--- src/hw/pio_pkg.sv ---
// shared constants and types for the pin io element
package pio_pkg;
  // ***************************************************
  // operating modes
  // ***************************************************
  typedef enum logic [1:0] {
    PIO_SDR,
    PIO_DDR_IN,
    PIO_DDR_OUT,
    PIO_DDR_BIDIR
  } pio_mode_t;

  // ***************************************************
  // sizes and settings
  // ***************************************************
  localparam int PIO_PCB_SIGNALS = 6;
  localparam int PIO_PCB_IDX_W   = 3;
  localparam int PIO_DELAY_LEVELS = 3;
  localparam logic [1:0] PIO_DELAY_OFF = 2'h0;
  localparam int PIO_FIFO_DEPTH  = 16;
  localparam int PIO_PAIR_W      = 2;
  localparam logic PIO_VALID_RST = 1'b0;
endpackage

--- src/hw/pio_fifo.sv ---
// small synchronous fifo with valid and ready on both sides
`timescale 1ns/1ps
module pio_fifo #(
  parameter int WIDTH = 2,
  parameter int DEPTH = 16
) (
  input  wire logic             ref_clk,
  input  wire logic             arst_n,
  input  wire logic [WIDTH-1:0] wr_data,
  input  wire logic             wr_valid,
  output logic                  wr_ready,
  output logic [WIDTH-1:0]      rd_data,
  output logic                  rd_valid,
  input  wire logic             rd_ready
);
  localparam int AW = $clog2(DEPTH);

  typedef struct packed {
    logic [AW-1:0] wp;
    logic [AW-1:0] rp;
    logic [AW:0]   cnt;
  } pio_fifo_st_t;

  pio_fifo_st_t           s_q;
  pio_fifo_st_t           s_d;
  logic [WIDTH-1:0]       mem_q [DEPTH];
  logic                   push;
  logic                   pop;

  // ***************************************************
  // flags and pointers
  // ***************************************************
  assign wr_ready = (s_q.cnt != (AW+1)'(DEPTH));
  assign rd_valid = (s_q.cnt != '0);
  assign rd_data  = mem_q[s_q.rp];
  assign push     = wr_valid & wr_ready;
  assign pop      = rd_valid & rd_ready;

  always_comb begin
    s_d = s_q;
    if (push) begin
      s_d.wp = (s_q.wp == AW'(DEPTH-1)) ? '0 : s_q.wp + 1'b1;
    end
    if (pop) begin
      s_d.rp = (s_q.rp == AW'(DEPTH-1)) ? '0 : s_q.rp + 1'b1;
    end
    s_d.cnt = s_q.cnt + (AW+1)'(push) - (AW+1)'(pop);
  end

  always_ff @(posedge ref_clk or negedge arst_n) begin
    if (!arst_n) begin
      s_q <= '0;
    end else begin
      s_q <= s_d;
    end
  end

  // storage has no reset; only the pointers matter
  always_ff @(posedge ref_clk) begin
    if (push) begin
      mem_q[s_q.wp] <= wr_data;
    end
  end
endmodule

--- src/hw/pio_element.sv ---
// pin io element: sdr and ddr registers, control bus select, input delay
//
// Contract
// RULE1: twelve control signals, six oe and six ce, from core or fast lines.
// RULE2: six registers; ddr input, ddr output and bidirectional ddr modes.
// RULE3: one shared clear or preset source used by every register.
// RULE4: registers power up to programmed level; low uses clear, high preset. Here rx_valid always resets low.
// RULE5: ddr input captures on rising edge into one, falling into the other.
// RULE6: latch holds high-time data so both bits align to one edge.
// RULE7: two output registers load on rising edges, clock muxes them out.
// RULE8: first register drives pin while clock high, second while low.
// RULE9: input to core delay selectable: off or three increasing levels.
// RULE10: bidir ddr adds registered oe; input captured only while undriven.
`timescale 1ns/1ps
module pio_element
  import pio_pkg::*;
#(
  parameter bit POWERUP_HIGH = 1'b0,
  parameter bit CLR_PRE_EN   = 1'b1,
  parameter int FIFO_DEPTH   = pio_pkg::PIO_FIFO_DEPTH,
  parameter int PCB_SIGNALS  = pio_pkg::PIO_PCB_SIGNALS
) (
  input  wire logic                          ref_clk,
  input  wire logic                          reset_n,
  input  wire logic                          clr_pre_n,
  input  wire pio_pkg::pio_mode_t            mode,
  input  wire logic [PCB_SIGNALS-1:0]        core_oe,
  input  wire logic [PCB_SIGNALS-1:0]        core_ce,
  input  wire logic [PCB_SIGNALS-1:0]        fast_oe,
  input  wire logic [PCB_SIGNALS-1:0]        fast_ce,
  input  wire logic [2*PCB_SIGNALS-1:0]      pcb_fast_sel,
  input  wire logic [pio_pkg::PIO_PCB_IDX_W-1:0] oe_idx,
  input  wire logic [pio_pkg::PIO_PCB_IDX_W-1:0] ce_in_idx,
  input  wire logic [pio_pkg::PIO_PCB_IDX_W-1:0] ce_out_idx,
  input  wire logic [1:0]                    in_delay_sel,
  input  wire logic [pio_pkg::PIO_PAIR_W-1:0] tx_data,
  input  wire logic                          tx_valid,
  output logic                               tx_ready,
  output logic [pio_pkg::PIO_PAIR_W-1:0]     rx_data,
  output logic                               rx_valid,
  output logic                               core_in,
  input  wire logic                          pad_in,
  output logic                               pad_out,
  output logic                               pad_oe
);
  import pio_pkg::*;

  // ***************************************************
  // state
  // ***************************************************
  typedef struct packed {
    logic                        in_rise;
    logic                        out_first;
    logic                        out_second;
    logic                        oe;
    logic [PIO_PAIR_W-1:0]       pair;
    logic                        rx_valid;
    logic [PIO_DELAY_LEVELS-1:0] dly;
  } pio_pos_st_t;

  typedef struct packed {
    logic in_fall;
    logic in_latch;
  } pio_neg_st_t;

  localparam logic PU = POWERUP_HIGH;
  localparam pio_pos_st_t POS_RST = '{
    in_rise:    PU,
    out_first:  PU,
    out_second: PU,
    oe:         PU,
    pair:       {PIO_PAIR_W{PU}},
    rx_valid:   PIO_VALID_RST,
    dly:        {PIO_DELAY_LEVELS{PU}}
  };
  localparam pio_neg_st_t NEG_RST = '{in_fall: PU, in_latch: PU};

  pio_pos_st_t             p_q;
  pio_pos_st_t             p_d;
  pio_neg_st_t             n_q;
  pio_neg_st_t             n_d;
  logic                    arst_n;
  logic                    oe_src;
  logic                    ce_in;
  logic                    ce_out;
  logic [PIO_PAIR_W-1:0]   fifo_data;
  logic                    fifo_valid;
  logic                    take;
  logic                    capture_ok;

  // ***************************************************
  // shared clear or preset
  // ***************************************************
  // one source for all reset registers; the level is fixed by the power-up choice except rx_valid and the fifo pointers and count, which reset low
  assign arst_n = reset_n & (clr_pre_n | ~CLR_PRE_EN); // [RULE3] [RULE4]

  // ***************************************************
  // peripheral control bus select
  // ***************************************************
  assign oe_src = pcb_fast_sel[oe_idx] ? fast_oe[oe_idx]
                                       : core_oe[oe_idx]; // [RULE1]
  assign ce_in  = pcb_fast_sel[PCB_SIGNALS + ce_in_idx] ? fast_ce[ce_in_idx]
                                       : core_ce[ce_in_idx]; // [RULE1]
  assign ce_out = pcb_fast_sel[PCB_SIGNALS + ce_out_idx] ? fast_ce[ce_out_idx]
                                       : core_ce[ce_out_idx]; // [RULE1]

  // ***************************************************
  // transmit buffer
  // ***************************************************
  pio_fifo #(
    .WIDTH (PIO_PAIR_W),
    .DEPTH (FIFO_DEPTH)
  ) u_tx_fifo (
    .ref_clk  (ref_clk),
    .arst_n   (arst_n),
    .wr_data  (tx_data),
    .wr_valid (tx_valid),
    .wr_ready (tx_ready),
    .rd_data  (fifo_data),
    .rd_valid (fifo_valid),
    .rd_ready (take)
  );

  // output path stalls on ce low, which backs the fifo up to the core
  assign take = ce_out & fifo_valid & (mode != PIO_DDR_IN);

  // bidir: the pin is only sampled while our driver is off
  assign capture_ok = (mode != PIO_DDR_OUT) &&
                      !((mode == PIO_DDR_BIDIR) && p_q.oe); // [RULE10]

  // ***************************************************
  // rising edge logic
  // ***************************************************
  always_comb begin
    p_d = p_q;
    p_d.dly = {p_q.dly[PIO_DELAY_LEVELS-2:0], pad_in}; // [RULE9]
    if (ce_in) begin
      p_d.in_rise = pad_in; // [RULE5]
    end
    if (take) begin
      p_d.out_first  = fifo_data[1]; // [RULE7]
      p_d.out_second = fifo_data[0]; // [RULE7]
    end
    p_d.oe = (mode == PIO_DDR_IN) ? 1'b0 : oe_src; // [RULE10]
    p_d.rx_valid = ce_in & capture_ok;
    if (ce_in && capture_ok) begin
      case (mode)
        PIO_SDR: begin
          p_d.pair = {1'b0, p_q.in_rise};
        end
        PIO_DDR_IN, PIO_DDR_BIDIR: begin
          p_d.pair = {n_q.in_latch, n_q.in_fall}; // [RULE6] [RULE2]
        end
        default: begin
          p_d.pair = p_q.pair;
        end
      endcase
    end
  end

  always_ff @(posedge ref_clk or negedge arst_n) begin
    if (!arst_n) begin
      p_q <= POS_RST; // [RULE4]
    end else begin
      p_q <= p_d;
    end
  end

  // ***************************************************
  // falling edge logic
  // ***************************************************
  // the latch keeps the bit taken at the rising edge through the low phase
  always_comb begin
    n_d = n_q;
    n_d.in_fall  = pad_in;    // [RULE5]
    n_d.in_latch = p_q.in_rise; // [RULE6]
  end

  always_ff @(negedge ref_clk or negedge arst_n) begin
    if (!arst_n) begin
      n_q <= NEG_RST; // [RULE4]
    end else begin
      n_q <= n_d;
    end
  end

  // ***************************************************
  // outputs
  // ***************************************************
  assign rx_data  = p_q.pair;
  assign rx_valid = p_q.rx_valid;
  assign pad_oe   = p_q.oe;

  // clock muxes the two registers except in sdr mode; glitch free only with matched paths
  assign pad_out = (mode == PIO_SDR) ? p_q.out_first
                 : (ref_clk ? p_q.out_first : p_q.out_second); // [RULE8]

  // delays are whole cycles here, a coarse stand-in for the delay chain
  always_comb begin
    case (in_delay_sel)
      PIO_DELAY_OFF: core_in = pad_in; // [RULE9]
      2'h1:          core_in = p_q.dly[0];
      2'h2:          core_in = p_q.dly[1];
      default:       core_in = p_q.dly[2];
    endcase
  end
endmodule

--- config.mk ---
export PLATFORM = sky130hd
export DESIGN_NAME = pio_element
export DESIGN_NICKNAME = d
export VERILOG_FILES = /design/src/hw/pio_pkg.sv /design/src/hw/pio_fifo.sv /design/src/hw/pio_element.sv
export SDC_FILE = /design/constraint.sdc
export NUM_CORES = 1
export LEC_CHECK = 0
export BUFFER_PORTS_ARGS = -buffer_cell sky130_fd_sc_hd__buf_2
export CORE_AREA = 4 4 119 121
export DETAILED_ROUTE_END_ITERATION = 7
export DIE_AREA = 0 0 123 125
export PLACE_DENSITY = 0.53
export SETUP_SLACK_MARGIN = 0.15
export SLEW_MARGIN = 25
export SYNTH_ARGS = -nofsm -noshare
export SYNTH_HDL_FRONTEND = slang
export SYNTH_SLANG_ARGS = --single-unit
--- constraint.sdc ---
create_clock -name ref_clk -period 4.7 [get_ports ref_clk]
set_input_delay 0.235 -clock ref_clk [delete_from_list [all_inputs] [get_ports ref_clk]]
set_output_delay 0.235 -clock ref_clk [all_outputs]
set_load 0.01 [all_outputs]
After elaboration in Yosys (flattened, before gate mapping)
Memory sizes are Yosys's and may differ from the RTL's. A register that Yosys moved wholly into a read port is not among the register bits.
Index checks and enable logic that the tools add are counted.

word-level totals
  register bits = 23
  memory bits (writable) = 32
  input bits = 56
  output and inout port bits = 7
  word-level logic and storage cells = 79
  memories kept = 1

memories
  name             depth  bits a word  read ports  clocked after memory_dff  wr ports  line            RTL
  u_tx_fifo.mem_q  16     2            1           1                         1         pio_fifo.sv:26  logic [WIDTH-1:0] mem_q [DEPTH];

cells by class
  add/sub/neg operators = 6
  $lt $le $gt $ge = 6
  equality and inequality tests = 9
  muxes and demuxes = 30
  bitwise gates (word level) = 6
  reduce and logical (&&, ||, !) cells = 11

operators with widths
  cell                                                                     count
  1-bit binary-select mux with 3-bit select                                7
  1-bit two-way mux                                                        17
  3-bit by 4-bit < comparator with 1-bit output, second input constant     3
  4-bit by 5-bit < comparator with 1-bit output, second input constant     2
  3-bit by 3-bit adder with 4-bit output, first input constant             2
  4-bit by 1-bit adder with 4-bit output, second input constant            2
  1-bit binary-select mux with 4-bit select                                2
  4-bit == test, second input constant                                     2
  4-bit two-way mux                                                        2
  1-bit AND                                                                6
  5-bit by 1-bit adder with 5-bit output                                   1
  3-bit by 5-bit < comparator with 1-bit output, second input constant     1
  5-bit inequality test, second input constant                             1
  5-bit nonzero test                                                       1
  5-bit by 1-bit subtractor with 5-bit output                              1
  2-bit by 1-bit == test with 1-bit output, second input constant          2
  2-bit == test, second input constant                                     2
  2-bit zero test                                                          2
  2-bit one-hot mux with 2 select lines                                    1
  1-bit logical AND                                                        3
  1-bit one-hot mux with 3 select lines                                    1
  1-bit zero test                                                          2
  2-bit by 1-bit inequality test with 1-bit output, second input constant  1
  2-bit inequality test, second input constant                             1
  3 further kinds                                                          3

Logic depth before layout (Yosys ltp)
  depth after elaboration = 8
  mapped depth = 18
  mapped depth without buffers = 17

Cells and area by module
From an unflattened synthesis, not the netlist that was laid out.

unflattened totals
  cells, all modules = 262
  area total of the unflattened synthesis = 3276.9 um^2

modules (own cells, without submodules)
  module       times used  cells an instance  area each (um^2)
  pio_fifo     1           153                2143.3
  pio_element  1           109                1133.6

==> run metrics <==
status=finished clean; FF/Latch Area=about 0.0016 mm²; Cell Chain, Critical Path=clkbuf_16 -> clkbuf_16 -> nor2_1 -> mux2_2 -> buf_2; die area=~0.015 mm²; Setup CP Type=clock port to output port; cells after synthesis=251; Hold Crit Class=input pin to register; Final Skew=0.0286 ns; row cnt=42; sum of negative setup slack=0 ns; register area share after synthesis=49.1%; final WL=around 7300 µm; worst slack at placement=1.38 ns; fill cell count=1347; CP max stage cell=mux2_2; final setup vio count=0; crit path DAT=3.25 ns; Hold Startpoint=mode[0]; R2R Setup Slk=approximately 1.4 ns; critical path endpoint category=output port; Leak Pwr=1.75 nW; number of flops mapped to enable cells by yosys=32; Top cell by count, worst path=clkbuf_16; Post-Place Cell Area=0.00371 mm²; worst vdd ir=183 µV; Die Y=125 µm; Worst Reg-to-Reg Cells=2; Max-Slew Margin vs Limit=between 50% and 60%; Port-buffer cells=62; grt ovf=0; Chip Width=123 µm; Cells after DPL=480; vias in the first global route=2463; Worst setup SP type=clock port; commonest non-fill, non-tap cell in the layout=buf_2; Initial Util=between 20% and 30%; unrepaired setup endpoints after global routing=no; Reg-to-Reg Start=n_q[1]; postcts setup bufs=0; GPL Wtd Cong=0.733; n_diodes=0; utilization after layout=31.6%; Worst-Margin Slew=0.626 ns; Hold Path End=rx_data[1]; YS warnings=0; post-route ant nets=0; Post-route DRC=0; DP HPWL=5480 µm; vias post-DR=roughly 2200; CTS clk-pin slew, worst paths=approximately 0.05 ns; PwrDens=537 mW/mm²; drt wl/cell=14.5 µm; Slew Limit Fails=0; CTS tree=yes; Synth cell types=between 40 and 50; via/cell ratio=4.46; fin area=approximately 0.0041 mm²; most frequent cells in the layout=buf_2 (62), edfxtp_1 (32), inv_1 (23), dfrtp_1 (23), mux2i_1 (18); Net Count, Synth=321; syn_area_per_cell=12.9 µm²; Data required, critical path=4.47 ns; initial antenna violation count=0; area grow syn2layout=28.1%; drt pass-1 iters=4; nets@finish=392; multi-input logic area=0.00149 mm²; I/O pins=63; Top FF cell, synth=edfxtp_1; Fin. Hold Viols=0; end of the worst register-to-register path=rx_data[0]; asr flop ratio synth=43.9%; largest net degree at the start of global routing=17; FF+latch count, synth=57; CP max stage delay=0.35 ns; initial detailed-routing violation count=129; hold depth=3; final setup margin=1.22 ns; first-pass GRT wire length=roughly 12000 µm; max-cap violation count=0; Core Area=0.0131 mm²; synthesized cell area=between 0.003 and 0.004 mm²; GRT Util Overall=10.0%; CP max FO=2; Non-Filler Instances=503; share of cells above drive strength 1=33.6%; Worst-Skew Late Latency=~0.46 ns
## repair_timing
action,4_1_cts,5_1_grt
hold buffers,4,0
gates resized for setup,0,0
endpoints found under the hold margin,14,0
## through the flow
step / hold slack (ns) / total power (W)
6_report: 0.104 / 0.00222
5_1_grt: 0.121 / 0.00237
2_1_floorplan: 0.266 / 0.00126
4_1_cts: 0.100 / 0.00226
3_3_place_gp: 0.364 / 0.00140
3_5_place_dp: 0.367 / 0.00142
## registers in the layout, indices dropped and copies added (netlist names)
signal and cells:
p_d 2, n_d 1, rx_valid 1, p_q 3
u_tx_fifo.mem_q 32, u_tx_fifo.s_q 13, n_q 2, rx_data 2
pad_oe 1
## per-layer routing
| metal | vias up | share of wire [%] | global-route usage (%) | routed length [µm] |
|---|---|---|---|---|
| met5 | - | 0 | 0 | 0 |
| met4 | 0 | 2.8 | 5.73 | 204 |
| met3 | 14 | 8.6 | 4.02 | 627 |
| met2 | 80 | 46 | 15.6 | 3360 |
| met1 | 1077 | 42 | 11.6 | 3090 |
| li1 | 1072 | - | - | - |
## where the power goes
part           internal [W]  leakage, nW  total, W  switching (W)
registers          0.000643        0.600  0.000772       0.000129
logic              0.000332        0.945  0.000608       0.000276
clock network      0.000600        0.200  0.000842       0.000242
total               0.00157         1.75   0.00222       0.000647
## kinds of logic (layout without fill, tap and decap cells)
kind of cell,Yosys count,after routing,share of synthesized area [%]
adder cells (fa/ha/maj),14,14,5.65
XOR/XNOR,6,6,1.63
AND/OR/NAND/NOR,63,63,10.1
buffers and inverters,35,111,4.80
AO/OA/AOI/OAI,25,25,5.23
multiplexers,51,51,23.5
flip-flops,57,57,49.1
## layout make-up
type                       instances  area share (%)
timing repair buffer              66            8.52
clock inverter                     3            1.57
clock buffer                      17            7.98
multi-input combinational        159            36.0
tap                              176            5.32
sequential                        57            38.3
inverter                          25            2.27
## Yosys cell counts, drive strengths merged, types with 2 or more instances
cell type / number / area [µm²]
edfxtp: 32 / 961
inv: 25 / 93.8
dfrtp: 23 / 576
mux2i: 18 / 180
mux2: 17 / 218
mux4: 16 / 360
nor2: 16 / 60.1
ha: 13 / 163
nand2: 10 / 37.5
and2: 7 / 43.8
nand3: 7 / 35.0
o21ai: 6 / 30.0
a21oi: 5 / 25.0
buf: 5 / 41.3
clkbuf: 5 / 20.0
nand4: 4 / 25.0
nor2b: 4 / 25.0
nor3: 4 / 20.0
nor4: 4 / 25.0
xnor2: 4 / 35.0
a211oi: 3 / 27.5
a22o: 2 / 17.5
a31oi: 2 / 12.5
dfrtn: 2 / 50.1
nand2b: 2 / 12.5
nor4b: 2 / 17.5
o32ai: 2 / 17.5
xor2: 2 / 17.5
## worst max-delay path by stage
stage | start | to | slack (ns)
global route | ref_clk | pad_out | 1.14
global placement | n_q[1] | rx_data[0] | 1.40
detailed placement | n_q[1] | rx_data[0] | 1.38
floorplan | n_q[1] | rx_data[0] | 1.40
CTS | ref_clk | pad_out | 1.14
finish | ref_clk | pad_out | 1.22
## critical path, delay by kind of cell
kind                   cells  cell delay, ns
buffers and inverters      3            0.40
muxes                      1            0.35
and+or+nand+nor            1            0.15
No activity file was read; power rests on OpenSTA's default activity.
